### config.mk
export PLATFORM = sky130hd
export DESIGN_NAME = asc_ctrl
export DESIGN_NICKNAME = d
export VERILOG_FILES = /design/src/core/asc_pkg.sv /design/src/core/asc_ctrl.sv /design/src/core/asc_rate_gen.sv
export SDC_FILE = /design/constraint.sdc
export NUM_CORES = 1
export LEC_CHECK = 0
export BUFFER_PORTS_ARGS = -buffer_cell sky130_fd_sc_hd__buf_2
export CAP_MARGIN = 20
export CELL_PAD_IN_SITES_DETAIL_PLACEMENT = 0
export CELL_PAD_IN_SITES_GLOBAL_PLACEMENT = 1
export CORE_MARGIN = 3
export CORE_UTILIZATION = 46
export DETAILED_ROUTE_END_ITERATION = 6
export PLACE_DENSITY = 0.9
export SYNTH_ARGS = -nofsm -noshare
export SYNTH_HDL_FRONTEND = slang
export SYNTH_SLANG_ARGS = --single-unit
### constraint.sdc
create_clock -name sys_clk -period 4.65 [get_ports sys_clk]
set_clock_uncertainty 0.15 [all_clocks]
set_input_delay 0.93 -clock sys_clk [delete_from_list [all_inputs] [get_ports sys_clk]]
set_output_delay 0.93 -clock sys_clk [all_outputs]
set_load 0.03 [all_outputs]
### src/core/asc_pkg.sv
`default_nettype none
package asc_pkg;

  // ----------------------------------------------------------------
  // Register map
  // ----------------------------------------------------------------
  localparam int          ADDR_W          = 8;
  localparam logic [7:0]  OFF_INACT       = 8'h29;
  localparam logic [7:0]  OFF_SC1         = 8'h2a;
  localparam logic [7:0]  OFF_SC2         = 8'h2b;
  localparam logic [7:0]  OFF_WAKE_SRC    = 8'h2c;
  localparam logic [7:0]  OFF_IRQ_EN      = 8'h2d;

  localparam logic [7:0]  RST_INACT       = 8'h00;
  localparam logic [7:0]  RST_SC1         = 8'h00;
  localparam logic [7:0]  RST_SC2         = 8'h00;
  localparam logic [7:0]  RST_WAKE_SRC    = 8'h00;
  localparam logic [7:0]  RST_IRQ_EN      = 8'h00;

  // Writable bits; the rest read as zero
  localparam logic [7:0]  SC2_WR_MASK     = 8'h9f;
  localparam logic [7:0]  WAKE_SRC_MASK   = 8'h7b;
  localparam logic [7:0]  IRQ_EN_MASK     = 8'hbd;

  localparam int          SC2_SOFT_RST_BIT = 6;
  localparam int          WS_TRANS_BIT    = 6;
  localparam int          WS_ORIENT_BIT   = 5;
  localparam int          WS_PULSE_BIT    = 4;
  localparam int          WS_FFMT_BIT     = 3;
  localparam int          IE_ASLP_BIT     = 7;
  localparam int          IE_TRANS_BIT    = 5;
  localparam int          IE_ORIENT_BIT   = 4;
  localparam int          IE_PULSE_BIT    = 3;
  localparam int          IE_FFMT_BIT     = 2;

  // ----------------------------------------------------------------
  // Timing
  // ----------------------------------------------------------------
  localparam int          SYS_CLK_PERIOD_NS  = 40;
  localparam int          BASE_STEP_NS       = 1250000;
  localparam int          BASE_CYC           = BASE_STEP_NS / SYS_CLK_PERIOD_NS;
  localparam int          INACT_STEP_MS      = 320;
  localparam int          INACT_STEP_SLOW_MS = 640;
  localparam logic [9:0]  INACT_STEP_TICKS   = 10'(INACT_STEP_MS * 1000000 / BASE_STEP_NS);
  localparam logic [9:0]  INACT_SLOW_TICKS   = 10'(INACT_STEP_SLOW_MS * 1000000 / BASE_STEP_NS);
  localparam logic [4:0]  BOOT_CYC           = 5'h10;
  localparam int          BASE_CNT_W         = 16;

  // ----------------------------------------------------------------
  // Rates and oversampling schemes
  // ----------------------------------------------------------------
  localparam logic [2:0]  RATE_800        = 3'h0;
  localparam logic [2:0]  RATE_1P56       = 3'h7;
  localparam logic [1:0]  OS_NORMAL       = 2'h0;
  localparam logic [1:0]  OS_LNLP         = 2'h1;
  localparam logic [1:0]  OS_HIRES        = 2'h2;
  localparam logic [1:0]  OS_LP           = 2'h3;

  typedef enum logic [1:0] {ST_STANDBY, ST_WAKE, ST_SLEEP} asc_state_type;

  typedef struct packed {
    logic [1:0] sleep_rate_sel;
    logic [2:0] data_rate_sel;
    logic       low_noise_sel;
    logic       fast_read_sel;
    logic       active;
  } asc_sc1_type;

  typedef struct packed {
    logic       self_test_en;
    logic       soft_reset;
    logic       zero;
    logic [1:0] sleep_os_mode;
    logic       auto_sleep_en;
    logic [1:0] wake_os_mode;
  } asc_sc2_type;

  typedef struct packed {
    logic transient_event;
    logic orientation_event;
    logic pulse_event;
    logic freefall_motion_event;
    logic sleep_wake_event;
    logic data_ready_event;
  } asc_evt_type;

  // Sleep codes map onto the four slowest wake codes
  function automatic logic [2:0] sleep_rate_code(input logic [1:0] sel);
    return {1'b1, sel};
  endfunction

  // Base ticks per sample, minus one
  function automatic logic [8:0] rate_mask(input logic [2:0] rate);
    case (rate)
      3'h0:    return 9'h000;
      3'h1:    return 9'h001;
      3'h2:    return 9'h003;
      3'h3:    return 9'h007;
      3'h4:    return 9'h00f;
      3'h5:    return 9'h03f;
      3'h6:    return 9'h07f;
      default: return 9'h1ff;
    endcase
  endfunction

endpackage
`default_nettype wire

### src/core/asc_ctrl.sv
`default_nettype none
//
// Function
// - Inactivity count sets minimum time before sleep
// - Step 320 ms, or 640 ms at 1.56 Hz
// - Enabled function events restart timer; others do not
// - Wake needs interrupt enable and wake source
// - Enabled functions keep running at sleep rate
// - Auto sleep off: only standby and wake
// - Sleep entry and exit to wake raise enabled event
// - Sleep rate field bits 7:6 select rate
// - Sleep rate overrides all rates while asleep
// - Data rate field bits 5:3 select rate
// - Bit 0 selects standby or active
// - Low noise limits range to 4g
// - Fast read skips low data bytes
// - Control two field layout
// - Self test enable shifts axis outputs
// - Soft reset reloads defaults, resets serial port
// - Soft reset self-clears, always reads zero
// - Oversampling scheme per wake and sleep
// - Averaging ratio from scheme and rate
// - Wake source bit one lets function wake
module asc_ctrl
  import asc_pkg::*;
#(
  parameter int BASE_CYCLES = BASE_CYC
) (
  input  wire logic          sys_clk,
  input  wire logic          rst,
  input  wire logic          reg_wr_en,
  input  wire logic          reg_rd_en,
  input  wire logic [7:0]    reg_addr,
  input  wire logic [7:0]    reg_wdata,
  output var  logic [7:0]    reg_rdata,
  output var  logic          reg_rvalid,
  input  wire asc_evt_type   evt,
  output var  asc_state_type mode_state,
  output var  logic [2:0]    cur_rate_sel,
  output var  logic [1:0]    cur_os_mode,
  output var  logic [10:0]   cur_os_ratio,
  output var  logic          sample_tick,
  output var  logic [3:0]    func_enable,
  output var  logic          range_limit_4g,
  output var  logic          fast_read_en,
  output var  logic          self_test_en,
  output var  logic          sleep_wake_irq,
  output var  logic          serial_if_rst,
  output var  logic          boot_busy
);

  asc_sc1_type   sc1_r;
  asc_sc2_type   sc2_r;
  logic [7:0]    inact_count_r;
  logic [7:0]    wake_src_r;
  logic [7:0]    irq_en_r;
  asc_state_type state_r;
  asc_state_type state_nxt;
  logic [4:0]    boot_cnt_r;
  logic [9:0]    tick_cnt_r;
  logic [7:0]    step_cnt_r;
  logic          base_tick;
  logic          booting;
  logic          soft_rst_req;
  logic [3:0]    fn_evt;
  logic [3:0]    fn_irq_en;
  logic [3:0]    fn_wake_src;
  logic          restart_hit;
  logic          wake_hit;
  logic [9:0]    step_ticks;
  logic [2:0]    rate_nxt;
  logic [1:0]    os_nxt;

  // ----------------------------------------------------------------
  // Function helpers
  // ----------------------------------------------------------------
  function automatic logic [10:0] os_ratio(input logic [1:0] mode, input logic [2:0] rate);
    logic [10:0] r;
    r = 11'h002;
    case (mode)
      OS_NORMAL: begin
        case (rate)
          3'h0:    r = 11'h002;
          3'h5:    r = 11'h010;
          3'h6:    r = 11'h020;
          3'h7:    r = 11'h080;
          default: r = 11'h004;
        endcase
      end
      OS_LNLP: begin
        case (rate)
          3'h0:    r = 11'h002;
          3'h6:    r = 11'h008;
          3'h7:    r = 11'h020;
          default: r = 11'h004;
        endcase
      end
      OS_HIRES: begin
        case (rate)
          3'h0:    r = 11'h002;
          3'h1:    r = 11'h004;
          3'h2:    r = 11'h008;
          3'h3:    r = 11'h010;
          3'h4:    r = 11'h020;
          3'h5:    r = 11'h080;
          3'h6:    r = 11'h100;
          default: r = 11'h400;
        endcase
      end
      default: begin
        case (rate)
          3'h6:    r = 11'h004;
          3'h7:    r = 11'h010;
          default: r = 11'h002;
        endcase
      end
    endcase
    return r;
  endfunction

  // ----------------------------------------------------------------
  // Event steering
  // ----------------------------------------------------------------
  // Sleep/wake and data-ready events take no part in the timer or wake
  assign fn_evt      = {evt.transient_event, evt.orientation_event,
                        evt.pulse_event, evt.freefall_motion_event};
  assign fn_irq_en   = {irq_en_r[IE_TRANS_BIT], irq_en_r[IE_ORIENT_BIT],
                        irq_en_r[IE_PULSE_BIT], irq_en_r[IE_FFMT_BIT]};
  assign fn_wake_src = {wake_src_r[WS_TRANS_BIT], wake_src_r[WS_ORIENT_BIT],
                        wake_src_r[WS_PULSE_BIT], wake_src_r[WS_FFMT_BIT]};
  assign restart_hit = |(fn_evt & fn_irq_en);
  assign wake_hit    = |(fn_evt & fn_irq_en & fn_wake_src);

  // ----------------------------------------------------------------
  // Soft reset and boot
  // ----------------------------------------------------------------
  assign booting      = (boot_cnt_r != 5'h00);
  assign soft_rst_req = reg_wr_en && !booting && (reg_addr == OFF_SC2)
                        && reg_wdata[SC2_SOFT_RST_BIT];

  // Effective immediately in any state; boot holds everything at default
  always_ff @(posedge sys_clk or posedge rst) begin
    if (rst) begin
      boot_cnt_r <= 5'h00;
    end else if (soft_rst_req) begin
      boot_cnt_r <= BOOT_CYC;
    end else if (booting) begin
      boot_cnt_r <= boot_cnt_r - 1'b1;
    end
  end

  always_ff @(posedge sys_clk or posedge rst) begin
    if (rst) begin
      serial_if_rst <= 1'b0;
      boot_busy     <= 1'b0;
    end else begin
      serial_if_rst <= soft_rst_req || (boot_cnt_r > 5'h01);
      boot_busy     <= soft_rst_req || (boot_cnt_r > 5'h01);
    end
  end

  // ----------------------------------------------------------------
  // Register writes
  // ----------------------------------------------------------------
  always_ff @(posedge sys_clk or posedge rst) begin
    if (rst) begin
      sc1_r <= asc_sc1_type'(RST_SC1);
    end else if (soft_rst_req || booting) begin
      sc1_r <= asc_sc1_type'(RST_SC1);
    end else if (reg_wr_en && reg_addr == OFF_SC1) begin
      if (sc1_r.active) begin
        // Other fields are frozen while active; standby is always reachable
        sc1_r.active <= reg_wdata[0];
      end else begin
        sc1_r <= asc_sc1_type'(reg_wdata);
      end
    end
  end

  always_ff @(posedge sys_clk or posedge rst) begin
    if (rst) begin
      sc2_r <= asc_sc2_type'(RST_SC2);
    end else if (soft_rst_req || booting) begin
      sc2_r <= asc_sc2_type'(RST_SC2);
    end else if (reg_wr_en && reg_addr == OFF_SC2) begin
      sc2_r <= asc_sc2_type'(reg_wdata & SC2_WR_MASK);
    end
  end

  always_ff @(posedge sys_clk or posedge rst) begin
    if (rst) begin
      inact_count_r <= RST_INACT;
      wake_src_r    <= RST_WAKE_SRC;
      irq_en_r      <= RST_IRQ_EN;
    end else if (soft_rst_req || booting) begin
      inact_count_r <= RST_INACT;
      wake_src_r    <= RST_WAKE_SRC;
      irq_en_r      <= RST_IRQ_EN;
    end else if (reg_wr_en) begin
      if (reg_addr == OFF_INACT) begin
        inact_count_r <= reg_wdata;
      end
      if (reg_addr == OFF_WAKE_SRC) begin
        wake_src_r <= reg_wdata & WAKE_SRC_MASK;
      end
      if (reg_addr == OFF_IRQ_EN) begin
        irq_en_r <= reg_wdata & IRQ_EN_MASK;
      end
    end
  end

  // ----------------------------------------------------------------
  // Register reads
  // ----------------------------------------------------------------
  always_ff @(posedge sys_clk or posedge rst) begin
    if (rst) begin
      reg_rdata  <= 8'h00;
      reg_rvalid <= 1'b0;
    end else begin
      reg_rvalid <= reg_rd_en && !booting;
      if (reg_rd_en && !booting) begin
        case (reg_addr)
          OFF_INACT:    reg_rdata <= inact_count_r;
          OFF_SC1:      reg_rdata <= sc1_r;
          OFF_SC2:      reg_rdata <= sc2_r & SC2_WR_MASK & ~(8'h01 << SC2_SOFT_RST_BIT);
          OFF_WAKE_SRC: reg_rdata <= wake_src_r;
          OFF_IRQ_EN:   reg_rdata <= irq_en_r;
          default:      reg_rdata <= 8'h00;
        endcase
      end
    end
  end

  // ----------------------------------------------------------------
  // Inactivity timer
  // ----------------------------------------------------------------
  // Step length follows the wake rate, not the sleep rate
  assign step_ticks = (sc1_r.data_rate_sel == RATE_1P56) ? INACT_SLOW_TICKS
                                                         : INACT_STEP_TICKS;

  always_ff @(posedge sys_clk or posedge rst) begin
    if (rst) begin
      tick_cnt_r <= 10'h000;
      step_cnt_r <= 8'h00;
    end else if (state_r != ST_WAKE || !sc2_r.auto_sleep_en || restart_hit || booting) begin
      tick_cnt_r <= 10'h000;
      step_cnt_r <= 8'h00;
    end else if (base_tick) begin
      if (tick_cnt_r + 10'h001 >= step_ticks) begin
        tick_cnt_r <= 10'h000;
        if (step_cnt_r != 8'hff) begin
          step_cnt_r <= step_cnt_r + 1'b1;
        end
      end else begin
        tick_cnt_r <= tick_cnt_r + 1'b1;
      end
    end
  end

  // ----------------------------------------------------------------
  // Mode state machine
  // ----------------------------------------------------------------
  always_comb begin
    state_nxt = state_r;
    case (state_r)
      ST_STANDBY: begin
        if (sc1_r.active) begin
          state_nxt = ST_WAKE;
        end
      end
      ST_WAKE: begin
        if (!sc1_r.active) begin
          state_nxt = ST_STANDBY;
        end else if (sc2_r.auto_sleep_en && !restart_hit
                     && step_cnt_r >= inact_count_r) begin
          state_nxt = ST_SLEEP;
        end
      end
      ST_SLEEP: begin
        if (!sc1_r.active) begin
          state_nxt = ST_STANDBY;
        end else if (wake_hit || !sc2_r.auto_sleep_en) begin
          state_nxt = ST_WAKE;
        end
      end
      default: state_nxt = ST_STANDBY;
    endcase
  end

  always_ff @(posedge sys_clk or posedge rst) begin
    if (rst) begin
      state_r <= ST_STANDBY;
    end else if (booting) begin
      state_r <= ST_STANDBY;
    end else begin
      state_r <= state_nxt;
    end
  end

  // Pulse on each automatic entry to or exit from sleep
  always_ff @(posedge sys_clk or posedge rst) begin
    if (rst) begin
      sleep_wake_irq <= 1'b0;
    end else begin
      sleep_wake_irq <= !booting && irq_en_r[IE_ASLP_BIT]
                        && ((state_r == ST_WAKE && state_nxt == ST_SLEEP)
                         || (state_r == ST_SLEEP && state_nxt == ST_WAKE));
    end
  end

  // ----------------------------------------------------------------
  // Rate and oversampling outputs
  // ----------------------------------------------------------------
  assign rate_nxt = (state_nxt == ST_SLEEP) ? sleep_rate_code(sc1_r.sleep_rate_sel)
                                            : sc1_r.data_rate_sel;
  assign os_nxt   = (state_nxt == ST_SLEEP) ? sc2_r.sleep_os_mode
                                            : sc2_r.wake_os_mode;

  always_ff @(posedge sys_clk or posedge rst) begin
    if (rst) begin
      cur_rate_sel <= RATE_800;
      cur_os_mode  <= OS_NORMAL;
      cur_os_ratio <= 11'h002;
      mode_state   <= ST_STANDBY;
      func_enable  <= 4'h0;
    end else begin
      cur_rate_sel <= rate_nxt;
      cur_os_mode  <= os_nxt;
      cur_os_ratio <= os_ratio(os_nxt, rate_nxt);
      mode_state   <= booting ? ST_STANDBY : state_nxt;
      // Enabled functions keep running in sleep, at the sleep rate
      func_enable  <= (!booting && state_nxt != ST_STANDBY) ? fn_irq_en : 4'h0;
    end
  end

  // Range limit makes thresholds above 4g unreachable downstream
  always_ff @(posedge sys_clk or posedge rst) begin
    if (rst) begin
      range_limit_4g <= 1'b0;
      fast_read_en   <= 1'b0;
      self_test_en   <= 1'b0;
    end else begin
      range_limit_4g <= sc1_r.low_noise_sel;
      fast_read_en   <= sc1_r.fast_read_sel;
      self_test_en   <= sc2_r.self_test_en;
    end
  end

  // ----------------------------------------------------------------
  // Sample timebase
  // ----------------------------------------------------------------
  asc_rate_gen #(
    .BASE_CYCLES (BASE_CYCLES)
  ) u_rate_gen (
    .sys_clk     (sys_clk),
    .rst         (rst),
    .clr         (booting),
    .rate_sel    (cur_rate_sel),
    .base_tick   (base_tick),
    .sample_tick (sample_tick)
  );

endmodule
`default_nettype wire

### src/core/asc_rate_gen.sv
`default_nettype none
module asc_rate_gen
  import asc_pkg::*;
#(
  parameter int BASE_CYCLES = BASE_CYC
) (
  input  wire logic       sys_clk,
  input  wire logic       rst,
  input  wire logic       clr,
  input  wire logic [2:0] rate_sel,
  output var  logic       base_tick,
  output var  logic       sample_tick
);

  logic [BASE_CNT_W-1:0] base_cnt_r;
  logic [8:0]            sub_cnt_r;

  // ----------------------------------------------------------------
  // 1.25 ms timebase
  // ----------------------------------------------------------------
  always_ff @(posedge sys_clk or posedge rst) begin
    if (rst) begin
      base_cnt_r <= '0;
      base_tick  <= 1'b0;
    end else if (clr) begin
      base_cnt_r <= '0;
      base_tick  <= 1'b0;
    end else if (base_cnt_r == BASE_CNT_W'(BASE_CYCLES - 1)) begin
      base_cnt_r <= '0;
      base_tick  <= 1'b1;
    end else begin
      base_cnt_r <= base_cnt_r + 1'b1;
      base_tick  <= 1'b0;
    end
  end

  // ----------------------------------------------------------------
  // Sample strobe
  // ----------------------------------------------------------------
  // Free-running sub count keeps a rate change aligned to the next sample
  always_ff @(posedge sys_clk or posedge rst) begin
    if (rst) begin
      sub_cnt_r   <= '0;
      sample_tick <= 1'b0;
    end else if (clr) begin
      sub_cnt_r   <= '0;
      sample_tick <= 1'b0;
    end else begin
      if (base_tick) begin
        sub_cnt_r <= sub_cnt_r + 1'b1;
      end
      sample_tick <= base_tick && ((sub_cnt_r & rate_mask(rate_sel)) == rate_mask(rate_sel));
    end
  end

endmodule
`default_nettype wire

==> flow_summary.html, run 1 <==
<table>
<tr><th>Metric</th><th>Value</th></tr>
<tr><th colspan="2">Run status</th></tr>
<tr><td>Run status</td><td>complete, no violations</td></tr>
<tr><th colspan="2">Min path</th></tr>
<tr><td>Class of the most critical hold timing path</td><td>reg2reg</td></tr>
<tr><th colspan="2">Timing</th></tr>
<tr><td>Final setup violation count</td><td>0</td></tr>
<tr><td>Count of final hold-check violations</td><td>0</td></tr>
<tr><td>Maximum clock frequency</td><td>297 MHz</td></tr>
<tr><td>Transition time at the pin with the least slew margin</td><td>~930 ps</td></tr>
<tr><td>Post-route clock period utilization</td><td>72.5%</td></tr>
<tr><td>Setup repair after global routing missed its margin</td><td>false</td></tr>
<tr><td>Period minus WS final</td><td>about 3400 ps</td></tr>
<tr><td>Max-slew violation count</td><td>0</td></tr>
<tr><td>Post-Route Setup TNS</td><td>0 ps</td></tr>
<tr><td>Relative slew slack</td><td>between 30% and 40%</td></tr>
<tr><th colspan="2">Critical path</th></tr>
<tr><td>Category of the most critical setup path</td><td>reg2reg</td></tr>
<tr><td>R2R setup slack</td><td>~1300 ps</td></tr>
<tr><td>Arrival time of the worst setup path</td><td>~3600 ps</td></tr>
<tr><td>Critical path capture point type</td><td>flip-flop</td></tr>
<tr><td>CP max FO</td><td>14</td></tr>
<tr><td>Worst Setup Start Kind</td><td>flip-flop</td></tr>
<tr><td>WP data required</td><td>between 4000 and 5000 ps</td></tr>
<tr><th colspan="2">Global route</th></tr>
<tr><td>Global-route wire length before repair</td><td>~25 mm</td></tr>
<tr><td>Number of global-route vias before repair</td><td>4,934</td></tr>
<tr><td>Antenna violations before repair</td><td>0</td></tr>
<tr><td>Pin count of the biggest net entering global routing</td><td>between 80 and 90</td></tr>
<tr><td>GRT Total Usage</td><td>roughly 21%</td></tr>
<tr><td>Total overflow reported by the global router</td><td>0</td></tr>
<tr><th colspan="2">Drt</th></tr>
<tr><td>Remaining routing DRC violations</td><td>0</td></tr>
<tr><td>Wirelength per Cell</td><td>16.8 um</td></tr>
<tr><td>Vias after detailed routing</td><td>slightly above 5,000</td></tr>
<tr><td>Mean number of vias per cell</td><td>between 5 and 6</td></tr>
<tr><td>Total wire length after detailed routing</td><td>around 15 mm</td></tr>
<tr><td>Routed Antenna Nets</td><td>0</td></tr>
<tr><td>Drt first-iter violations</td><td>between 400 and 500</td></tr>
<tr><td>First-pass iteration count of the detailed router</td><td>5</td></tr>
<tr><th colspan="2">Synth</th></tr>
<tr><td>Combined area of all synthesized cells</td><td>0.00610 mm2</td></tr>
<tr><td>Synthesis warning total</td><td>0</td></tr>
<tr><td>Main synth FF type</td><td>sky130_fd_sc_hd__dfrtp_1</td></tr>
<tr><td>Post-Synthesis Cells</td><td>around 630</td></tr>
<tr><td>Async SR Flop Fraction</td><td>between 90% and 100%</td></tr>
<tr><td>Seq/Total Area, Yosys</td><td>roughly half</td></tr>
<tr><td>Synth cell types</td><td>between 60 and 70</td></tr>
<tr><td>Number of enable-type register cells in the synthesized netlist</td><td>0</td></tr>
<tr><td>Synthesized flop and latch total</td><td>117</td></tr>
<tr><td>Syn avg cell area</td><td>between 9 and 10 um2</td></tr>
<tr><th colspan="2">Floorplan</th></tr>
<tr><td>Height of the die</td><td>approximately 120 um</td></tr>
<tr><td>Area of the core</td><td>around 0.013 mm2</td></tr>
<tr><td>Row count</td><td>41</td></tr>
<tr><td>Starting utilization of the core area</td><td>47.8%</td></tr>
<tr><td>Die X-Extent</td><td>about 120 um</td></tr>
<tr><td>Number of placed I/O pins</td><td>between 60 and 70</td></tr>
<tr><td>Area enclosed by the die boundary</td><td>roughly 0.015 mm2</td></tr>
<tr><th colspan="2">Placement</th></tr>
<tr><td>Final estimated routing congestion in global placement</td><td>~0.83</td></tr>
<tr><td>Port Buffer Count</td><td>58</td></tr>
<tr><td>Detailed Place HPWL</td><td>~10 mm</td></tr>
<tr><th colspan="2">Power and ir drop</th></tr>
<tr><td>Power per cell area</td><td>378 mW/mm2</td></tr>
<tr><td>Peak ir drop on the vdd network</td><td>0.273 mV</td></tr>
<tr><td>LEAKAGE</td><td>3.11 nW</td></tr>
<tr><th colspan="2">Clocking</th></tr>
<tr><td>Hold bufs inserted after CTS</td><td>0</td></tr>
<tr><td>Clock-pin slew on the worst setup and hold paths</td><td>approximately 50 ps</td></tr>
<tr><td>CTS tree</td><td>built</td></tr>
<tr><td>Buffer depth of the longest clock path</td><td>2</td></tr>
<tr><td>H-Tree Level Count</td><td>4</td></tr>
<tr><td>Sinks on Clock Net</td><td>between 100 and 150</td></tr>
<tr><td>Clock latency on the worst-skew pair</td><td>approximately 420 ps</td></tr>
<tr><td>Clock Root Buffer</td><td>sky130_fd_sc_hd__clkbuf_16</td></tr>
<tr><td>CTS Buf Count</td><td>17</td></tr>
<tr><td>Post CTS Setup Buffer Count</td><td>0</td></tr>
<tr><td>Cts repair resizes</td><td>0</td></tr>
<tr><th colspan="2">Layout</th></tr>
<tr><td>Utilization after layout</td><td>55.6%</td></tr>
<tr><td>Nets</td><td>730</td></tr>
<tr><td>Area added between synthesis and finish</td><td>16.5%</td></tr>
<tr><td>Antenna Diode Count</td><td>0</td></tr>
<tr><td>Share of final-layout standard cells stronger than drive strength 1</td><td>roughly 17%</td></tr>
<tr><th colspan="2">Run</th></tr>
<tr><td>Maximum capacitance violations</td><td>0</td></tr>
</table>
[cell usage in the layout (no fill, tap or decap), drive strengths merged, types with 4 or more instances in the layout]
master,netlist,final
nor3,9,9
clkbuf,18,25
a21oi,58,58
a22o,14,14
a222oi,5,5
and2,5,5
ha,17,17
nor2,54,54
a21o,5,5
and3,10,10
buf,13,64
nor4b,6,6
a221oi,4,4
xor2,17,17
mux2,7,7
nand3,42,42
dfrtp,116,116
mux2i,17,17
nand4,11,11
nand2,67,67
nand2b,9,9
o21ai,29,29
or3,5,5
clkinv,0,4
inv,29,29
nor4,6,6
xnor2,13,13
[power breakdown]
part           switching (mW)  internal, mW
Clock                   0.449         0.816
Combinational           0.208        0.0909
Sequential             0.0655          1.06
[cell type report]
type	count	area [um2]
Fill cell	1130	5670
Inverter	29	111
Clock buffer	25	515
Multi-Input combinational cell	458	2920
Sequential cell	117	2930
Clock inverter	7	68.8
Timing Repair Buffer	64	348
Tap cell	172	215
[Yosys cell counts, types with 3 or more instances]
cell type / n / share of area, %
sky130_fd_sc_hd__dfrtp_1: 116 / 48
sky130_fd_sc_hd__nand2_1: 65 / 4.0
sky130_fd_sc_hd__a21oi_1: 58 / 4.8
sky130_fd_sc_hd__nor2_1: 52 / 3.2
sky130_fd_sc_hd__nand3_1: 41 / 3.4
sky130_fd_sc_hd__inv_1: 29 / 1.8
sky130_fd_sc_hd__o21ai_0: 28 / 2.3
sky130_fd_sc_hd__clkbuf_1: 18 / 1.1
sky130_fd_sc_hd__ha_1: 17 / 3.5
sky130_fd_sc_hd__mux2i_1: 17 / 2.8
sky130_fd_sc_hd__xor2_1: 17 / 2.4
sky130_fd_sc_hd__a22o_1: 14 / 2.0
sky130_fd_sc_hd__xnor2_1: 13 / 1.9
sky130_fd_sc_hd__nand4_1: 11 / 1.1
sky130_fd_sc_hd__and3_1: 10 / 1.0
sky130_fd_sc_hd__nand2b_1: 9 / 0.92
sky130_fd_sc_hd__nor3_1: 9 / 0.74
sky130_fd_sc_hd__mux2_2: 7 / 1.3
sky130_fd_sc_hd__buf_2: 6 / 0.49
sky130_fd_sc_hd__buf_4: 6 / 0.74
sky130_fd_sc_hd__a21o_1: 5 / 0.62
sky130_fd_sc_hd__a222oi_1: 5 / 0.82
sky130_fd_sc_hd__and2_1: 5 / 0.51
sky130_fd_sc_hd__or3_1: 5 / 0.51
sky130_fd_sc_hd__a221oi_1: 4 / 0.57
sky130_fd_sc_hd__nor4_1: 4 / 0.41
sky130_fd_sc_hd__nor4b_1: 4 / 0.57
sky130_fd_sc_hd__a22oi_1: 3 / 0.37
sky130_fd_sc_hd__a31oi_1: 3 / 0.31
sky130_fd_sc_hd__nor2b_1: 3 / 0.31
sky130_fd_sc_hd__o22ai_1: 3 / 0.31
[per-layer routing]
layer / GRT usage, % / vias up / routed length (um)
met5: 0 / - / 0
li1: - / 2372 / -
met1: 29.3 / 2492 / 6640
met3: 4.80 / 15 / 769
met4: 7.84 / 0 / 182
met2: 33.8 / 147 / 7060
[metrics by stage]
stage               setup WS (ps)  area, um2  power, mW  hold slack, ps  cells
floorplan                     471       6110       1.34             224    635
global placement             1220       6500       1.41             252    839
detailed placement           1120       6500       1.43             252    839
CTS                          1290       7080       2.70             264    871
global route                  910       7100       2.79             285    872
finish                       1280       7100       2.69             265    872
[cells by family after synthesis]
kind of cell,count (synthesis),synth area share [%]
xor+xnor,30,4.31
flops,117,48.0
compound gates,142,14.8
mux,24,4.08
other cells,1,0.0615
simple gates,242,20.9
buf+inv,60,4.31
fa+ha+maj,17,3.49
[flip-flops by register name (all words and copies together), names as in the netlist, 2 cells and up]
name	count
cur_os_mode	2
cur_os_ratio	8
u_rate_gen.sub_cnt_r	9
func_enable	4
cur_rate_sel	3
step_cnt_r	8
sc1_r	8
u_rate_gen.base_cnt_r	16
mode_state	2
inact_count_r	8
tick_cnt_r	10
wake_src_r	6
sc2_r	6
reg_rdata	8
boot_cnt_r	5
irq_en_r	6
[worst max-delay path, stage by stage (launching register included)]
cell	delay, ps
sky130_fd_sc_hd__dfrtp_1	440
sky130_fd_sc_hd__nand3_1	180
sky130_fd_sc_hd__nor2_1	160
sky130_fd_sc_hd__and3_1	240
sky130_fd_sc_hd__nand3_1	110
sky130_fd_sc_hd__xnor2_1	210
sky130_fd_sc_hd__ha_1	290
sky130_fd_sc_hd__a21oi_1	290
sky130_fd_sc_hd__nand2_1	110
sky130_fd_sc_hd__a211oi_2	740
sky130_fd_sc_hd__a21oi_1	150
sky130_fd_sc_hd__o21ai_0	200
[final timing paths]
kind / from / end / cells after the start
min: sc1_r[1] / fast_read_en / 0
min in group asynchronous: rst / u_rate_gen.base_cnt_r[6] / 2
min reg2reg: sc1_r[1] / fast_read_en / 0
max: tick_cnt_r[2] / tick_cnt_r[5] / 11
max reg2reg: tick_cnt_r[2] / tick_cnt_r[5] / 11
max in group asynchronous: rst / cur_os_ratio[1] / 4
(Power assumes the default switching activity.)
==> inputs of run 2 (changes only) <==
--- a/config.mk
+++ b/config.mk
@@ -5,12 +5,13 @@
 export SDC_FILE = /design/constraint.sdc
 export NUM_CORES = 1
 export LEC_CHECK = 0
+export ABC_AREA = 1
 export BUFFER_PORTS_ARGS = -buffer_cell sky130_fd_sc_hd__buf_2
 export CAP_MARGIN = 20
 export CELL_PAD_IN_SITES_DETAIL_PLACEMENT = 0
 export CELL_PAD_IN_SITES_GLOBAL_PLACEMENT = 1
 export CORE_MARGIN = 3
-export CORE_UTILIZATION = 46
+export CORE_UTILIZATION = 45
 export DETAILED_ROUTE_END_ITERATION = 6
 export PLACE_DENSITY = 0.9
 export SYNTH_ARGS = -nofsm -noshare
==> constraint.sdc (replaced) <==
create_clock -name sys_clk -period 3.2 [get_ports sys_clk]
set_clock_uncertainty 0.15 [all_clocks]
set_input_delay 0.64 -clock sys_clk [delete_from_list [all_inputs] [get_ports sys_clk]]
set_output_delay 0.64 -clock sys_clk [all_outputs]
set_load 0.03 [all_outputs]
==> run 2 against run 1 <==
Effect of this change:
- utilization is 0.56 points lower
- critical endpoint is now step_cnt_r[0]
- worst setup slack got worse by 870 ps
- combinational power rose to 2.8 times the previous value
- critical path depth rose by 3
- sequential power rose by 56%
- register-to-register slack lost 870 ps
- clock-buffer cell count fell by 7
- die area is 0.92% higher
- cell area shrank 0.21%
==> flow_summary.html, run 2 <==
<table>
<tr><th>Metric</th><th>Value</th></tr>
<tr><th colspan="2">Min path</th></tr>
<tr><td>Class of the most critical hold timing path</td><td>in2async</td></tr>
<tr><th colspan="2">Layout</th></tr>
<tr><td>Largest regs</td><td>u_rate_gen.base_cnt_r (16), tick_cnt_r (10), u_rate_gen.sub_cnt_r (9)</td></tr>
<tr><td>Register containing the most flip-flops in the final layout</td><td>u_rate_gen.base_cnt_r</td></tr>
<tr><td>Cell Count, Final, Fillers Out</td><td>approximately 960</td></tr>
<tr><td>Cell area after layout</td><td>0.00709 mm2</td></tr>
<tr><td>Area added between synthesis and finish</td><td>17.7%</td></tr>
<tr><td>Utilization after layout</td><td>55.0%</td></tr>
<tr><td>Antenna Diode Count</td><td>0</td></tr>
<tr><td>Share of final-layout standard cells stronger than drive strength 1</td><td>a little over a fifth</td></tr>
<tr><td>Nets</td><td>about 810</td></tr>
<tr><td>Max FFs per register</td><td>16</td></tr>
<tr><td>Fillers</td><td>roughly 1,100</td></tr>
<tr><td>Commonest non-fill, non-tap cell in the layout</td><td>sky130_fd_sc_hd__nand2_1</td></tr>
<tr><td>Most used cells in the layout excluding fill and tap cells</td><td>sky130_fd_sc_hd__nand2_1 (148), sky130_fd_sc_hd__dfrtp_1 (116), sky130_fd_sc_hd__inv_1 (87)</td></tr>
<tr><th colspan="2">Run</th></tr>
<tr><td>Maximum capacitance violations</td><td>0</td></tr>
<tr><th colspan="2">Global route</th></tr>
<tr><td>Pin count of the biggest net entering global routing</td><td>56</td></tr>
<tr><td>Global-route wire length before repair</td><td>23.0 mm</td></tr>
<tr><td>Total overflow reported by the global router</td><td>0</td></tr>
<tr><td>Antenna violations before repair</td><td>0</td></tr>
<tr><td>GRT Total Usage</td><td>20.0%</td></tr>
<tr><td>Number of global-route vias before repair</td><td>between 4,000 and 5,000</td></tr>
<tr><th colspan="2">Power and ir drop</th></tr>
<tr><td>LEAKAGE</td><td>~3.3 nW</td></tr>
<tr><td>Peak ir drop on the vdd network</td><td>0.395 mV</td></tr>
<tr><td>Power per cell area</td><td>just over 600 mW/mm2</td></tr>
<tr><td>Final Total Pwr</td><td>~4.3 mW</td></tr>
<tr><th colspan="2">Synth</th></tr>
<tr><td>Async SR Flop Fraction</td><td>100%</td></tr>
<tr><td>Synth cell types</td><td>53</td></tr>
<tr><td>Synth Area in Compound Gates</td><td>11.9%</td></tr>
<tr><td>Post-Synthesis Cells</td><td>694</td></tr>
<tr><td>Most instantiated cells after synthesis</td><td>sky130_fd_sc_hd__nand2_1 (148), sky130_fd_sc_hd__dfrtp_1 (116), sky130_fd_sc_hd__inv_1 (88)</td></tr>
<tr><td>Count leader, synth</td><td>sky130_fd_sc_hd__nand2_1</td></tr>
<tr><td>Largest family of logic cells by synthesized area</td><td>simple AND/OR/NAND/NOR gates</td></tr>
<tr><td>XOR/XNOR share of the synthesized area</td><td>2.31%</td></tr>
<tr><td>Synthesis warning total</td><td>0</td></tr>
<tr><td>Syn avg cell area</td><td>8.68 um2</td></tr>
<tr><td>Multiplexer share of the synthesized area</td><td>less than 1%</td></tr>
<tr><td>Synthesized flop and latch total</td><td>~120</td></tr>
<tr><td>Seq/Total Area, Yosys</td><td>about half</td></tr>
<tr><td>Largest cells by area after synthesis</td><td>sky130_fd_sc_hd__dfrtp_1 (48%), sky130_fd_sc_hd__nand2_1 (9.2%), sky130_fd_sc_hd__inv_1 (5.5%)</td></tr>
<tr><td>Synth Area in Simple Gates</td><td>24.8%</td></tr>
<tr><td>Area fraction of the dominant cell type after synthesis</td><td>between 40 and 50%</td></tr>
<tr><td>Synthesized-area fraction occupied by adder cells</td><td>under 10%</td></tr>
<tr><td>Post-synth top area cell</td><td>sky130_fd_sc_hd__dfrtp_1</td></tr>
<tr><td>Main synth FF type</td><td>sky130_fd_sc_hd__dfrtp_1</td></tr>
<tr><td>Number of enable-type register cells in the synthesized netlist</td><td>0</td></tr>
<tr><td>Combined area of all synthesized cells</td><td>0.00602 mm2</td></tr>
<tr><th colspan="2">Critical path</th></tr>
<tr><td>Arrival time of the worst setup path</td><td>between 2000 and 3000 ps</td></tr>
<tr><td>Worst setup path start</td><td>tick_cnt_r[0]</td></tr>
<tr><td>CP max FO</td><td>9</td></tr>
<tr><td>WP data required</td><td>about 3400 ps</td></tr>
<tr><td>Worst Setup Start Kind</td><td>flip-flop</td></tr>
<tr><td>Category of the most critical setup path</td><td>reg2reg</td></tr>
<tr><td>Startpoint of the most critical register-to-register path</td><td>tick_cnt_r[0]</td></tr>
<tr><td>Critical path capture point type</td><td>flip-flop</td></tr>
<tr><th colspan="2">Clocking</th></tr>
<tr><td>Hold bufs inserted after CTS</td><td>0</td></tr>
<tr><td>Post CTS Setup Buffer Count</td><td>0</td></tr>
<tr><td>Clock latency on the worst-skew pair</td><td>between 400 and 500 ps</td></tr>
<tr><td>CTS tree</td><td>built</td></tr>
<tr><td>Sinks on Clock Net</td><td>between 100 and 150</td></tr>
<tr><td>Cts repair resizes</td><td>0</td></tr>
<tr><td>Clock-pin slew on the worst setup and hold paths</td><td>50 ps</td></tr>
<tr><td>Clock Root Buffer</td><td>sky130_fd_sc_hd__clkbuf_16</td></tr>
<tr><td>Buffer depth of the longest clock path</td><td>2</td></tr>
<tr><td>CTS Buf Count</td><td>17</td></tr>
<tr><td>H-Tree Level Count</td><td>4</td></tr>
<tr><th colspan="2">Floorplan</th></tr>
<tr><td>Area of the core</td><td>roughly 0.013 mm2</td></tr>
<tr><td>Height of the die</td><td>122 um</td></tr>
<tr><td>Number of placed I/O pins</td><td>64</td></tr>
<tr><td>Area enclosed by the die boundary</td><td>roughly 0.015 mm2</td></tr>
<tr><td>Starting utilization of the core area</td><td>between 40 and 50%</td></tr>
<tr><td>Die X-Extent</td><td>about 120 um</td></tr>
<tr><td>Row count</td><td>between 40 and 50</td></tr>
<tr><th colspan="2">Timing</th></tr>
<tr><td>Post-Route Setup TNS</td><td>0 ps</td></tr>
<tr><td>Final setup violation count</td><td>0</td></tr>
<tr><td>Post-route clock period utilization</td><td>87.4%</td></tr>
<tr><td>Setup repair after global routing missed its margin</td><td>false</td></tr>
<tr><td>Worst setup slack after layout</td><td>404 ps</td></tr>
<tr><td>Transition time at the pin with the least slew margin</td><td>~1000 ps</td></tr>
<tr><td>Worst Hold Margin</td><td>approximately 170 ps</td></tr>
<tr><td>Count of final hold-check violations</td><td>0</td></tr>
<tr><td>Maximum clock frequency</td><td>between 300 and 400 MHz</td></tr>
<tr><td>Relative slew slack</td><td>roughly a third</td></tr>
<tr><td>Period minus WS final</td><td>between 2000 and 3000 ps</td></tr>
<tr><td>Max-slew violation count</td><td>0</td></tr>
<tr><th colspan="2">Drt</th></tr>
<tr><td>Remaining routing DRC violations</td><td>0</td></tr>
<tr><td>Wirelength per Cell</td><td>about 14 um</td></tr>
<tr><td>Mean number of vias per cell</td><td>slightly above 5</td></tr>
<tr><td>Routed Antenna Nets</td><td>0</td></tr>
<tr><td>Total wire length after detailed routing</td><td>13.7 mm</td></tr>
<tr><td>Vias after detailed routing</td><td>4,902</td></tr>
<tr><td>Drt first-iter violations</td><td>approximately 410</td></tr>
<tr><td>First-pass iteration count of the detailed router</td><td>5</td></tr>
<tr><th colspan="2">Placement</th></tr>
<tr><td>Total cell area at the placement stage</td><td>roughly 0.0065 mm2</td></tr>
<tr><td>Final estimated routing congestion in global placement</td><td>roughly 0.85</td></tr>
<tr><td>Port Buffer Count</td><td>58</td></tr>
<tr><td>Post-placement cell count</td><td>923</td></tr>
<tr><td>Worst slack at placement</td><td>between 200 and 300 ps</td></tr>
<tr><td>Detailed Place HPWL</td><td>just over 10 mm</td></tr>
<tr><th colspan="2">Run status</th></tr>
<tr><td>Run status</td><td>complete, no violations</td></tr>
</table>
## run 2: worst paths after layout
path	end	slack, ps	cells after the start
min in group sys_clk	fast_read_en	270	0
max reg2reg	step_cnt_r[0]	400	14
max in group asynchronous	cur_os_ratio[1]	1870	3
min reg2reg	fast_read_en	270	0
max	step_cnt_r[0]	400	14
min	u_rate_gen.base_cnt_r[11]	170	2
## run 2: critical path, stage by stage (launching register included)
cell and delay [ps]:
sky130_fd_sc_hd__dfrtp_1 390, sky130_fd_sc_hd__ha_1 230, sky130_fd_sc_hd__nand2_2 90, sky130_fd_sc_hd__nor2_2 120, sky130_fd_sc_hd__nand3_1 130, sky130_fd_sc_hd__nor3_1 210
sky130_fd_sc_hd__xor2_1 120, sky130_fd_sc_hd__ha_1 290, sky130_fd_sc_hd__nand2_1 70, sky130_fd_sc_hd__nor4_2 280, sky130_fd_sc_hd__nand4_2 160, sky130_fd_sc_hd__nand2_4 160
sky130_fd_sc_hd__nand2_4 90, sky130_fd_sc_hd__o21ai_1 140, sky130_fd_sc_hd__nor2_1 60
## run 2: cells by family after synthesis
family / Yosys count
AOI/OAI and AO/OA: 115
xor gates and xnor gates: 15
adders and majority gates: 17
buffers and inverters: 112
DFF: 117
muxes: 5
other: 1
and+or+nand+nor: 312
## run 2: report_power, final
part	total (mW)	switching (mW)	internal [mW]
Clock	1.75	0.675	1.07
Sequential	1.75	0.118	1.63
Combinational	0.828	0.583	0.245
Total	4.33	1.38	2.95
## run 2: cell type report
class	instances	area, um2	area share (%)
multi-input combinational	467	2630	37.2
clock inverter	14	113	1.59
sequential	117	2930	41.3
tap	172	215	3.04
inverter	100	380	5.37
clock buffer	18	439	6.20
timing repair buffer	68	378	5.33
## run 2: metal layers
layer	part of all wire (%)	GRT usage, %	vias to the layer above
met3	4.3	4.78	22
met1	47	26.8	2327
met4	2.4	7.91	0
met5	0	0	-
li1	-	-	2433
met2	47	31.3	120
